## src/hdl/batc_pkg.sv

```systemverilog
// Constants, field layouts and carrier types for the buffer area and transfer counter bank.
// Assumes an 8-bit register port and a single system clock domain.
// What this block does
// - Pack grouping high: group four packs starting five packs before subcode sync.
// - Pack grouping low: group the four packs just before subcode sync.
// - Software loads start area; area pointer increments when a sector finishes buffering.
// - Subcode buffering command ignores area pointer and starts at buffer address zero.
// - Read-only 9-bit current sector area shows the area being written.
// - Last-area stop enabled and last area written: inhibit further buffering.
// - Target address mismatch with current sector sets target mismatch flag bit 0.
// - Software loads 24-bit block count; device decrements it per completed block.
// - Automatic transfer starts at send area and increments it per block.
// - Block position increments per block in 512 and 1024 modes; upper bit ignored in 1024 mode.
// - Transfer area, position, block counts readable any time, may be off by one.
// - Manual mode uses 20-bit byte count; remaining count readable there.
// - Manual mode transfer begins at the programmed 20-bit head address.
package batc_pkg;
    localparam logic [7:0] ADDR_CHIP_CTL1 = 8'h15;
    localparam logic [7:0] ADDR_BFAREA_H = 8'h20;
    localparam logic [7:0] ADDR_BFAREA_L = 8'h21;
    localparam logic [7:0] ADDR_CURAREA_H = 8'h22;
    localparam logic [7:0] ADDR_CURAREA_L = 8'h23;
    localparam logic [7:0] ADDR_LAST_H = 8'h24;
    localparam logic [7:0] ADDR_LAST_L = 8'h25;
    localparam logic [7:0] ADDR_TGT_MIN = 8'h27;
    localparam logic [7:0] ADDR_TGT_SEC = 8'h28;
    localparam logic [7:0] ADDR_TGT_FRM = 8'h29;
    localparam logic [7:0] ADDR_REMBLK_H = 8'h2b;
    localparam logic [7:0] ADDR_REMBLK_M = 8'h2c;
    localparam logic [7:0] ADDR_REMBLK_L = 8'h2d;
    localparam logic [7:0] ADDR_SENDAREA_H = 8'h2e;
    localparam logic [7:0] ADDR_SENDAREA_L = 8'h2f;
    localparam logic [7:0] ADDR_POS = 8'h31;
    localparam logic [7:0] ADDR_MBC_H = 8'h33;
    localparam logic [7:0] ADDR_MBC_M = 8'h34;
    localparam logic [7:0] ADDR_MBC_L = 8'h35;
    localparam logic [7:0] ADDR_MHA_H = 8'h37;
    localparam logic [7:0] ADDR_MHA_M = 8'h38;
    localparam logic [7:0] ADDR_MHA_L = 8'h39;
    // Registers of our own: decoder control/status and interrupt pair
    localparam logic [7:0] ADDR_DEC_CTL0 = 8'h60;
    localparam logic [7:0] ADDR_DEC_STS0 = 8'h61;
    localparam logic [7:0] ADDR_IRQ_STAT = 8'h62;
    localparam logic [7:0] ADDR_IRQ_MASK = 8'h63;
    // Field positions
    localparam int PACK_SEL_BIT = 2;
    localparam int LAST_STOP_BIT = 1;
    localparam int MISMATCH_BIT = 0;
    // Interrupt status bits
    localparam int IRQ_SECTOR = 0;
    localparam int IRQ_BLOCK = 1;
    localparam int IRQ_STOP = 2;
    localparam int IRQ_MISMATCH = 3;
    localparam int IRQ_BITS = 4;
    // Pack grouping: offset of first pack before sync
    localparam logic [2:0] PACK_OFS_HIGH = 3'h5;
    localparam logic [2:0] PACK_OFS_LOW = 3'h4;
    localparam logic [7:0] RESET_BYTE = 8'h00;

    // Transfer modes and buffering commands
    typedef enum logic [3:0] {
        BATC_CMD_IDLE = 4'b0001,
        BATC_CMD_AREA = 4'b0010,
        BATC_CMD_SUBC = 4'b0100,
        BATC_CMD_MON = 4'b1000
    } batc_cmd_e;
    typedef enum logic [1:0] {
        BATC_XM_OTHER = 2'h0,
        BATC_XM_512 = 2'h1,
        BATC_XM_1024 = 2'h2,
        BATC_XM_MANUAL = 2'h3
    } batc_xmode_e;

    // Sector events from the decoder core
    typedef struct packed {
        logic sector_start;
        logic sector_done;
        logic [23:0] cur_addr;
    } batc_sector_s;
    // Transfer events from the host transfer engine
    typedef struct packed {
        logic block_done;
        logic byte_done;
        batc_xmode_e xmode;
    } batc_xfer_s;
endpackage

```

## src/hdl/batc_regs.sv

```systemverilog
// Buffer area and transfer counter register bank of the disc data decoder.
// Assumes sector and transfer events are pulses from logic on mclk.
module batc_regs (
    // Clock and reset
    input wire logic mclk,
    input wire logic rst_n,
    // Register port
    input wire logic [7:0] reg_addr,
    input wire logic [7:0] reg_wdata,
    input wire logic reg_wr,
    input wire logic reg_rd,
    output logic [7:0] reg_rdata,
    // Decoder side
    input wire batc_pkg::batc_cmd_e cmd,
    input wire batc_pkg::batc_sector_s sector,
    input wire batc_pkg::batc_xfer_s xfer,
    output logic buffering_inhibit,
    output logic [8:0] buffering_area,
    output logic [19:0] buffer_write_addr,
    output logic [2:0] pack_group_offset,
    // Transfer engine side
    output logic [8:0] send_area,
    output logic [1:0] first_block_position,
    output logic [23:0] remaining_blocks,
    output logic [19:0] manual_byte_count,
    output logic [19:0] manual_head_addr,
    // Interrupt
    output logic irq
);
    import batc_pkg::*;

    logic rst_meta;
    logic rst_sync_n;
    logic [7:0] chip_control_one, next_chip_control_one;
    logic [7:0] decoder_control_zero, next_decoder_control_zero;
    logic [8:0] next_buffering_area;
    logic [8:0] current_sector_area, next_current_sector_area;
    logic [8:0] drive_last_area, next_drive_last_area;
    logic [7:0] target_minutes, next_target_minutes;
    logic [7:0] target_seconds, next_target_seconds;
    logic [7:0] target_frames, next_target_frames;
    logic target_mismatch_flag, next_target_mismatch_flag;
    logic next_buffering_inhibit;
    logic [19:0] next_buffer_write_addr;
    logic [23:0] next_remaining_blocks;
    logic [8:0] next_send_area;
    logic [1:0] next_first_block_position;
    logic [19:0] next_manual_byte_count;
    logic [19:0] next_manual_head_addr;
    logic [IRQ_BITS-1:0] irq_stat, next_irq_stat, irq_mask, next_irq_mask, irq_event;
    logic [7:0] next_reg_rdata;
    logic next_irq;
    logic [2:0] next_pack_group_offset;

    function automatic logic hit(input logic [7:0] a, input logic [7:0] ref_a);
        return a == ref_a;
    endfunction

    // Reset release through two flops keeps deassertion glitch free
    always_ff @(posedge mclk or negedge rst_n) begin
        if (!rst_n) begin
            rst_meta <= 1'b0;
            rst_sync_n <= 1'b0;
        end else begin
            rst_meta <= 1'b1;
            rst_sync_n <= rst_meta;
        end
    end

    logic wr_bfh, wr_bfl, wr_rbh, wr_rbm, wr_rbl, wr_sah, wr_sal, wr_pos;
    logic wr_mbh, wr_mbm, wr_mbl, wr_mhh, wr_mhm, wr_mhl;
    assign wr_bfh = reg_wr && hit(reg_addr, ADDR_BFAREA_H);
    assign wr_bfl = reg_wr && hit(reg_addr, ADDR_BFAREA_L);
    assign wr_rbh = reg_wr && hit(reg_addr, ADDR_REMBLK_H);
    assign wr_rbm = reg_wr && hit(reg_addr, ADDR_REMBLK_M);
    assign wr_rbl = reg_wr && hit(reg_addr, ADDR_REMBLK_L);
    assign wr_sah = reg_wr && hit(reg_addr, ADDR_SENDAREA_H);
    assign wr_sal = reg_wr && hit(reg_addr, ADDR_SENDAREA_L);
    assign wr_pos = reg_wr && hit(reg_addr, ADDR_POS);
    assign wr_mbh = reg_wr && hit(reg_addr, ADDR_MBC_H);
    assign wr_mbm = reg_wr && hit(reg_addr, ADDR_MBC_M);
    assign wr_mbl = reg_wr && hit(reg_addr, ADDR_MBC_L);
    assign wr_mhh = reg_wr && hit(reg_addr, ADDR_MHA_H);
    assign wr_mhm = reg_wr && hit(reg_addr, ADDR_MHA_M);
    assign wr_mhl = reg_wr && hit(reg_addr, ADDR_MHA_L);

    logic last_hit;
    logic is_area_cmd;
    logic mismatch_now;
    assign is_area_cmd = (cmd == BATC_CMD_AREA) || (cmd == BATC_CMD_SUBC);
    // Stop when a sector of the programmed last area has been written
    assign last_hit = decoder_control_zero[LAST_STOP_BIT] && is_area_cmd &&
        sector.sector_done && (current_sector_area == drive_last_area);
    assign mismatch_now = sector.sector_start && (cmd != BATC_CMD_IDLE) &&
        (sector.cur_addr != {target_minutes, target_seconds, target_frames});

    // Buffering side next-state: pointer, current area, stop, compare
    always_comb begin
        next_chip_control_one = chip_control_one;
        next_decoder_control_zero = decoder_control_zero;
        next_drive_last_area = drive_last_area;
        next_target_minutes = target_minutes;
        next_target_seconds = target_seconds;
        next_target_frames = target_frames;
        next_buffering_area = buffering_area;
        next_current_sector_area = current_sector_area;
        next_buffer_write_addr = buffer_write_addr;
        next_buffering_inhibit = buffering_inhibit;
        next_target_mismatch_flag = target_mismatch_flag;
        if (cmd == BATC_CMD_IDLE) begin
            next_buffering_inhibit = 1'b0;
            next_buffer_write_addr = 20'h00000;
        end
        if (sector.sector_start && cmd == BATC_CMD_AREA) begin
            next_current_sector_area = buffering_area;
        end
        if (sector.sector_start && cmd == BATC_CMD_SUBC && buffer_write_addr == 20'h00000) begin
            next_current_sector_area = 9'h000;
        end
        if (sector.sector_done && !buffering_inhibit) begin
            if (cmd == BATC_CMD_AREA) begin
                next_buffering_area = buffering_area + 9'h001;
            end
            if (cmd == BATC_CMD_SUBC) begin
                next_buffer_write_addr = buffer_write_addr + 20'h00001;
                next_current_sector_area = current_sector_area + 9'h001;
            end
        end
        if (last_hit) begin
            next_buffering_inhibit = 1'b1;
        end
        if (mismatch_now) begin
            next_target_mismatch_flag = 1'b1;
        end else if (sector.sector_start) begin
            next_target_mismatch_flag = 1'b0;
        end
        // Software writes come last so they win
        if (reg_wr) begin
            if (hit(reg_addr, ADDR_CHIP_CTL1)) begin
                next_chip_control_one = reg_wdata;
            end else if (hit(reg_addr, ADDR_DEC_CTL0)) begin
                next_decoder_control_zero = reg_wdata;
            end else if (hit(reg_addr, ADDR_LAST_H)) begin
                next_drive_last_area[8] = reg_wdata[0];
            end else if (hit(reg_addr, ADDR_LAST_L)) begin
                next_drive_last_area[7:0] = reg_wdata;
            end else if (hit(reg_addr, ADDR_TGT_MIN)) begin
                next_target_minutes = reg_wdata;
            end else if (hit(reg_addr, ADDR_TGT_SEC)) begin
                next_target_seconds = reg_wdata;
            end else if (hit(reg_addr, ADDR_TGT_FRM)) begin
                next_target_frames = reg_wdata;
            end
        end
        if (wr_bfh) begin
            next_buffering_area[8] = reg_wdata[0];
        end
        if (wr_bfl) begin
            next_buffering_area[7:0] = reg_wdata;
        end
        // Offset tracks the control bit as written, so it moves with the register
        next_pack_group_offset = next_chip_control_one[PACK_SEL_BIT] ?
            PACK_OFS_HIGH : PACK_OFS_LOW;
    end

    // Transfer side next-state: block count, area, position, manual counters
    always_comb begin
        next_remaining_blocks = remaining_blocks;
        next_send_area = send_area;
        next_first_block_position = first_block_position;
        next_manual_byte_count = manual_byte_count;
        next_manual_head_addr = manual_head_addr;
        if (xfer.block_done && xfer.xmode != BATC_XM_MANUAL) begin
            next_remaining_blocks = remaining_blocks - 24'h000001;
            next_send_area = send_area + 9'h001;
            if (xfer.xmode == BATC_XM_512) begin
                next_first_block_position = first_block_position + 2'h1;
            end else if (xfer.xmode == BATC_XM_1024) begin
                next_first_block_position[0] = ~first_block_position[0];
            end
        end
        if (xfer.byte_done && xfer.xmode == BATC_XM_MANUAL) begin
            next_manual_byte_count = manual_byte_count - 20'h00001;
            next_manual_head_addr = manual_head_addr + 20'h00001;
        end
        // A write in the same cycle overrides the device update
        if (wr_rbh) next_remaining_blocks[23:16] = reg_wdata;
        if (wr_rbm) next_remaining_blocks[15:8] = reg_wdata;
        if (wr_rbl) next_remaining_blocks[7:0] = reg_wdata;
        if (wr_sah) next_send_area[8] = reg_wdata[0];
        if (wr_sal) next_send_area[7:0] = reg_wdata;
        if (wr_pos) next_first_block_position = reg_wdata[1:0];
        if (wr_mbh) next_manual_byte_count[19:16] = reg_wdata[3:0];
        if (wr_mbm) next_manual_byte_count[15:8] = reg_wdata;
        if (wr_mbl) next_manual_byte_count[7:0] = reg_wdata;
        if (wr_mhh) next_manual_head_addr[19:16] = reg_wdata[3:0];
        if (wr_mhm) next_manual_head_addr[15:8] = reg_wdata;
        if (wr_mhl) next_manual_head_addr[7:0] = reg_wdata;
    end

    // Interrupt: set wins over write-one-to-clear
    always_comb begin
        irq_event = '0;
        irq_event[IRQ_SECTOR] = sector.sector_done;
        irq_event[IRQ_BLOCK] = xfer.block_done;
        irq_event[IRQ_STOP] = last_hit;
        irq_event[IRQ_MISMATCH] = mismatch_now;
        next_irq_stat = irq_stat;
        next_irq_mask = irq_mask;
        if (reg_wr && hit(reg_addr, ADDR_IRQ_STAT)) begin
            next_irq_stat = irq_stat & ~reg_wdata[IRQ_BITS-1:0];
        end
        if (reg_wr && hit(reg_addr, ADDR_IRQ_MASK)) begin
            next_irq_mask = reg_wdata[IRQ_BITS-1:0];
        end
        next_irq_stat = next_irq_stat | irq_event;
        next_irq = |(next_irq_stat & next_irq_mask);
    end

    // Read mux; counters read live, so a read may trail an update by one
    always_comb begin
        next_reg_rdata = RESET_BYTE;
        if (reg_rd) begin
            if (hit(reg_addr, ADDR_CHIP_CTL1)) next_reg_rdata = chip_control_one;
            else if (hit(reg_addr, ADDR_DEC_CTL0)) next_reg_rdata = decoder_control_zero;
            else if (hit(reg_addr, ADDR_DEC_STS0)) next_reg_rdata = {7'h00, target_mismatch_flag};
            else if (hit(reg_addr, ADDR_BFAREA_H)) next_reg_rdata = {7'h00, buffering_area[8]};
            else if (hit(reg_addr, ADDR_BFAREA_L)) next_reg_rdata = buffering_area[7:0];
            else if (hit(reg_addr, ADDR_CURAREA_H)) next_reg_rdata = {7'h00, current_sector_area[8]};
            else if (hit(reg_addr, ADDR_CURAREA_L)) next_reg_rdata = current_sector_area[7:0];
            else if (hit(reg_addr, ADDR_LAST_H)) next_reg_rdata = {7'h00, drive_last_area[8]};
            else if (hit(reg_addr, ADDR_LAST_L)) next_reg_rdata = drive_last_area[7:0];
            else if (hit(reg_addr, ADDR_TGT_MIN)) next_reg_rdata = target_minutes;
            else if (hit(reg_addr, ADDR_TGT_SEC)) next_reg_rdata = target_seconds;
            else if (hit(reg_addr, ADDR_TGT_FRM)) next_reg_rdata = target_frames;
            else if (hit(reg_addr, ADDR_REMBLK_H)) next_reg_rdata = remaining_blocks[23:16];
            else if (hit(reg_addr, ADDR_REMBLK_M)) next_reg_rdata = remaining_blocks[15:8];
            else if (hit(reg_addr, ADDR_REMBLK_L)) next_reg_rdata = remaining_blocks[7:0];
            else if (hit(reg_addr, ADDR_SENDAREA_H)) next_reg_rdata = {7'h00, send_area[8]};
            else if (hit(reg_addr, ADDR_SENDAREA_L)) next_reg_rdata = send_area[7:0];
            else if (hit(reg_addr, ADDR_POS)) next_reg_rdata = {6'h00, first_block_position};
            else if (hit(reg_addr, ADDR_MBC_H)) next_reg_rdata = {4'h0, manual_byte_count[19:16]};
            else if (hit(reg_addr, ADDR_MBC_M)) next_reg_rdata = manual_byte_count[15:8];
            else if (hit(reg_addr, ADDR_MBC_L)) next_reg_rdata = manual_byte_count[7:0];
            else if (hit(reg_addr, ADDR_MHA_H)) next_reg_rdata = {4'h0, manual_head_addr[19:16]};
            else if (hit(reg_addr, ADDR_MHA_M)) next_reg_rdata = manual_head_addr[15:8];
            else if (hit(reg_addr, ADDR_MHA_L)) next_reg_rdata = manual_head_addr[7:0];
            else if (hit(reg_addr, ADDR_IRQ_STAT)) next_reg_rdata = {4'h0, irq_stat};
            else if (hit(reg_addr, ADDR_IRQ_MASK)) next_reg_rdata = {4'h0, irq_mask};
        end
    end

    // All state registers except the two reset synchronizer flops
    always_ff @(posedge mclk or negedge rst_sync_n) begin
        if (!rst_sync_n) begin
            chip_control_one <= RESET_BYTE;
            decoder_control_zero <= RESET_BYTE;
            buffering_area <= 9'h000;
            current_sector_area <= 9'h000;
            drive_last_area <= 9'h000;
            target_minutes <= RESET_BYTE;
            target_seconds <= RESET_BYTE;
            target_frames <= RESET_BYTE;
            target_mismatch_flag <= 1'b0;
            buffering_inhibit <= 1'b0;
            buffer_write_addr <= 20'h00000;
            remaining_blocks <= 24'h000000;
            send_area <= 9'h000;
            first_block_position <= 2'h0;
            manual_byte_count <= 20'h00000;
            manual_head_addr <= 20'h00000;
            irq_stat <= '0;
            irq_mask <= '0;
            irq <= 1'b0;
            reg_rdata <= RESET_BYTE;
            pack_group_offset <= PACK_OFS_LOW;
        end else begin
            chip_control_one <= next_chip_control_one;
            decoder_control_zero <= next_decoder_control_zero;
            buffering_area <= next_buffering_area;
            current_sector_area <= next_current_sector_area;
            drive_last_area <= next_drive_last_area;
            target_minutes <= next_target_minutes;
            target_seconds <= next_target_seconds;
            target_frames <= next_target_frames;
            target_mismatch_flag <= next_target_mismatch_flag;
            buffering_inhibit <= next_buffering_inhibit;
            buffer_write_addr <= next_buffer_write_addr;
            remaining_blocks <= next_remaining_blocks;
            send_area <= next_send_area;
            first_block_position <= next_first_block_position;
            manual_byte_count <= next_manual_byte_count;
            manual_head_addr <= next_manual_head_addr;
            irq_stat <= next_irq_stat;
            irq_mask <= next_irq_mask;
            irq <= next_irq;
            reg_rdata <= next_reg_rdata;
            pack_group_offset <= next_pack_group_offset;
        end
    end

    // Checks on pointer, counter and flag stepping
    a_area_step: assert property (@(posedge mclk) disable iff (!rst_sync_n)
        sector.sector_done && cmd == BATC_CMD_AREA && !buffering_inhibit && !wr_bfh && !wr_bfl
        |=> buffering_area == $past(buffering_area) + 9'h001)
        else $error("buffering area did not step");
    a_stop_hold: assert property (@(posedge mclk) disable iff (!rst_sync_n)
        last_hit |=> buffering_inhibit)
        else $error("last area did not inhibit buffering");
    a_mismatch_set: assert property (@(posedge mclk) disable iff (!rst_sync_n)
        mismatch_now |=> target_mismatch_flag ##0 irq_stat[IRQ_MISMATCH])
        else $error("mismatch flag not set");
    a_blocks_dec: assert property (@(posedge mclk) disable iff (!rst_sync_n)
        xfer.block_done && xfer.xmode != BATC_XM_MANUAL && !wr_rbh && !wr_rbm && !wr_rbl
        |=> remaining_blocks == $past(remaining_blocks) - 24'h000001)
        else $error("block count not decremented");
    a_send_area: assert property (@(posedge mclk) disable iff (!rst_sync_n)
        xfer.block_done && xfer.xmode != BATC_XM_MANUAL && !wr_sah && !wr_sal
        |=> send_area == $past(send_area) + 9'h001)
        else $error("send area not incremented");
    a_pos_1024: assert property (@(posedge mclk) disable iff (!rst_sync_n)
        xfer.block_done && xfer.xmode == BATC_XM_1024 && !wr_pos
        |=> first_block_position[1] == $past(first_block_position[1]))
        else $error("upper position bit moved in 1024 mode");
    a_other_pos: assert property (@(posedge mclk) disable iff (!rst_sync_n)
        xfer.block_done && xfer.xmode == BATC_XM_OTHER && !wr_pos
        |=> first_block_position == $past(first_block_position))
        else $error("position moved outside 512 and 1024 modes");
    a_manual_count: assert property (@(posedge mclk) disable iff (!rst_sync_n)
        xfer.byte_done && xfer.xmode == BATC_XM_MANUAL && !wr_mbh && !wr_mbm && !wr_mbl
        |=> manual_byte_count == $past(manual_byte_count) - 20'h00001)
        else $error("manual byte count not decremented");
    a_cur_area: assert property (@(posedge mclk) disable iff (!rst_sync_n)
        sector.sector_start && cmd == BATC_CMD_AREA
        |=> current_sector_area == $past(buffering_area))
        else $error("current area not loaded from pointer");
    a_subc_zero: assert property (@(posedge mclk) disable iff (!rst_sync_n)
        sector.sector_start && cmd == BATC_CMD_SUBC && buffer_write_addr == 20'h00000
        |=> current_sector_area == 9'h000)
        else $error("subcode buffering did not start at zero");
    a_write_wins: assert property (@(posedge mclk) disable iff (!rst_sync_n)
        wr_rbl && xfer.block_done |=> remaining_blocks[7:0] == $past(reg_wdata))
        else $error("device update beat software write");
    a_pack_sel: assert property (@(posedge mclk) disable iff (!rst_sync_n)
        chip_control_one[PACK_SEL_BIT] |-> pack_group_offset == PACK_OFS_HIGH)
        else $error("pack grouping offset wrong");
endmodule

```

## config.mk

```make
export PLATFORM = sky130hd
export DESIGN_NAME = batc_regs
export DESIGN_NICKNAME = d
export VERILOG_FILES = /design/src/hdl/batc_pkg.sv /design/src/hdl/batc_regs.sv
export SDC_FILE = /design/constraint.sdc
export NUM_CORES = 1
export LEC_CHECK = 0
export BUFFER_PORTS_ARGS = -buffer_cell sky130_fd_sc_hd__buf_2
export CAP_MARGIN = 20
export CORE_ASPECT_RATIO = 1.1
export CORE_MARGIN = 3
export CORE_UTILIZATION = 25
export CTS_BUF_LIST = sky130_fd_sc_hd__clkbuf_16
export DETAILED_ROUTE_END_ITERATION = 12
export GPL_TIMING_DRIVEN = 1
export SETUP_SLACK_MARGIN = 0.05
export SKIP_LAST_GASP = 1
export SLEW_MARGIN = 20
export SYNTH_ARGS = -nofsm -noshare
export SYNTH_HDL_FRONTEND = slang
export SYNTH_SLANG_ARGS = --single-unit
```

## constraint.sdc

```tcl
create_clock -name mclk -period 11.9 [get_ports mclk]
set_clock_uncertainty 0.2 [all_clocks]
set_input_delay 1.19 -clock mclk [delete_from_list [all_inputs] [get_ports mclk]]
set_output_delay 1.19 -clock mclk [all_outputs]
set_load 0.1 [all_outputs]
```

==> impl_metrics.yaml <==
setup_path:
  cp.required_ns: 12.05
  path_buf_inv: 2
  slowest_stage: "nor3_2"
  critPathKind: "input port to flop"
  path_cells: "buf_2 > buf_4 > nand2_1 > nor3_2 > nand3_1 > mux2_1 > a22o_1 > a221o_1"
  rrSetupSlack_ns: 9.35
  end_kind: "flop"
  critPathArrivalTime_ns: 4.03
  slowest_delay_ns: 0.65
  critPathTopFamily: "simple AND/OR/NAND/NOR gates"
  cp_max_fo: 76
  worstSetupStartpointType: "input port"
sta:
  drv_slew: 0
  rsz0062_at_grt: "false"
  fin_ws_ns: 8.027
  worst_pin_slew_ns: 0.9835
  slew_headroom: 0.3443
  holdWs_ns: 0.1510
  max_freq_mhz: 258.2
  fin_tns_setup_ns: 0
  period_share: 0.3255
  finalSetupViolCount: 0
  period_needed_ns: 3.873
  hold_violations: 0
final_layout:
  fill_cells: 4709
  layout_common_cells: "dfrtp_1 (182), buf_2 (168), nand2_1 (135), nor2_1 (122), a21oi_1 (106)"
  final_common_cell: "dfrtp_1"
  final_util: 0.2962
  drive_gt1_frac: 0.1990
  fin_cells: 1969
  layout.nets: 1436
  syn_to_final_growth_pct: 16.21
  final_cell_area_um2: 13240
die:
  fp.dieH_um: 229.9
  design.portCount: 171
  start_util: 0.2549
  core_um2: 44690
  dieWidth_um: 209.5
  rows: 81
  die-area_um2: 48160
drt:
  wire_per_inst_um: 22.12
  postRouteAntennaNets: 0
  route.detailed.drc: 0
  drtIter0Drc: 841
  vias_per_cell: 5.305
  num_vias: 10450
  first_pass_iters: 7
  wl_mm: 43.56
power_and_ir_drop:
  p_comb_frac: 0.441
  p_sw_frac: 0.5361
  p_per_area_nw_per_um2: 212.1
  p_switching_mw: 1.505
  p_seq_frac: 0.345
  leakage_nw: 5.785
  internal_power_mw: 1.303
  vdd.ir_drop.worst_mv: 0.2369
  clock_power_share: 0.213
  power_mw: 2.808
placement:
  numPortBuffers: 168
  dp_slack_ns: 7.519
  dp.cells: 1936
  gp_congestion: 0.8951
  dpl.hpwl_mm: 31.99
  place_area_um2: 12620
grt:
  grt_use_total: 0.1773
  grt_pass1_vias: 10260
  antenna_found_initial: 5
  grt_max_degree: 77
  grt_pass1_wl_mm: 65.18
  overflow: 0
synthesis:
  netlist.area_leader.share: 0.4020
  ys_ff_latch: 183
  synth_flop_cell: "dfrtp_1"
  synthArstFlopShare: 1.000
  yosys-top-cells-area: "dfrtp_1 (40%), xnor2_1 (4.7%), a21oi_1 (4.7%)"
  synth_cell_types: 84
  synthCells: 1266
  yosysWarnings: 0
  synth.avg_cell_area_um2: 8.998
  yosysSeqAreaShare: 0.4020
  syn_area_um2: 11390
  synth_edf_count: 0
  yosysTopAreaCell: "dfrtp_1"
cts:
  clk_latency_ns: 0.48
  cts_tree: "yes"
  cts_resized: 0
  clockRootBuffer: "clkbuf_16"
  cts_sinks: 183
  clk_path_buf_depth: 2
  numCtsBuffers: 17
  cts.clk_slew.worst_paths_ns: 0.07
  htree_levels: 4
  hold_buffers: 0
  cts_setup_buffers: 0
status:
  status: "completed"
job:
  drv_cap: 0
hold_path:
  hp-class: "flop to async pin"
## logic make-up (layout without fill, tap and decap cells)
kind of cell               Yosys count  after routing  synth area share
xor gates and xnor gates           115            115           0.08842
muxes                               80             80           0.07689
and+or+nand+nor                    478            478            0.2211
AOI/OAI and AO/OA                  294            294            0.1615
DFF                                183            183            0.4020
adders and majority gates            8              8          0.008788
other                                2              4         0.0006593
buffers and inverters              106            226           0.04064
## worst paths after layout
| kind | startpoint | end | cells after the start |
|---|---|---|---|
| worst min register to register | rst_sync_n | manual_byte_count[18] | 0 |
| max in group asynchronous | rst_sync_n | chip_control_one[5] | 1 |
| worst min-delay path | rst_sync_n | manual_byte_count[18] | 0 |
| min in group mclk | rst_meta | rst_sync_n | 0 |
| worst max register to register | target_seconds[5] | irq | 6 |
| worst max-delay path | reg_addr[0] | irq | 8 |
## cells in the mapped netlist (5+ instances only)
master and instances:
a211oi_1 5, a21o_1 7, a21oi_1 106, a22o_1 9, a22oi_1 12, a31oi_1 13, a32oi_1 8, and2_1 11
and3_1 11, and4_1 5, buf_2 28, buf_4 6, clkbuf_1 47, dfrtp_1 183, ha_1 8, inv_1 18
mux2_1 25, mux2_2 35, mux2i_1 20, nand2_1 135, nand2b_1 16, nand3_1 42, nand4_1 23, nor2_1 122
nor2b_1 12, nor3_1 24, nor3b_1 5, nor4_1 20, o211ai_1 9, o21ai_0 37, o21ai_1 25, o221ai_1 5
o22ai_1 16, o2bb2ai_1 5, o31ai_1 5, xnor2_1 61, xor2_1 54
## per-layer routing
layer	GRT usage	up-vias	routed length (µm)	part of all wire
met5	0	-	38	0.00087
met4	0.06427	6	1261	0.029
met3	0.03943	69	2905	0.067
met2	0.2908	409	20960	0.48
met1	0.2292	5199	18390	0.42
li1	-	4762	-	-
## final cells by class
cell class                      instances  area, µm²  share of cell area
Antenna cell                            1      2.502           0.0001890
Clock buffer                           17      425.4             0.03214
Clock inverter                         15      177.7             0.01342
Inverter                               20      75.07            0.005671
Multi-Input combinational cell        978       6361              0.4805
Sequential cell                       183       4583              0.3462
Tap cell                              581      726.9             0.05491
Timing Repair Buffer                  174      885.9             0.06692
## sequential cells by signal, indices dropped and copies added, names as in the netlist, 8 cells and up
register	cells
drive_last_area	9
manual_head_addr	20
buffer_write_addr	20
remaining_blocks	24
send_area	9
reg_rdata	8
current_sector_area	9
target_minutes	8
decoder_control_zero	8
target_seconds	8
chip_control_one	8
manual_byte_count	20
target_frames	8
buffering_area	9
## power by group through the flow
stage               registers (mW)  logic (mW)  clock network [mW]
floorplan                     1.61       0.310                   0
global placement             0.976        1.23                   0
detailed placement           0.980        1.24                   0
CTS                          0.969        1.25               0.611
global route                 0.989        1.30               0.633
finish                       0.970        1.24               0.599
(Power assumes the default switching activity.)
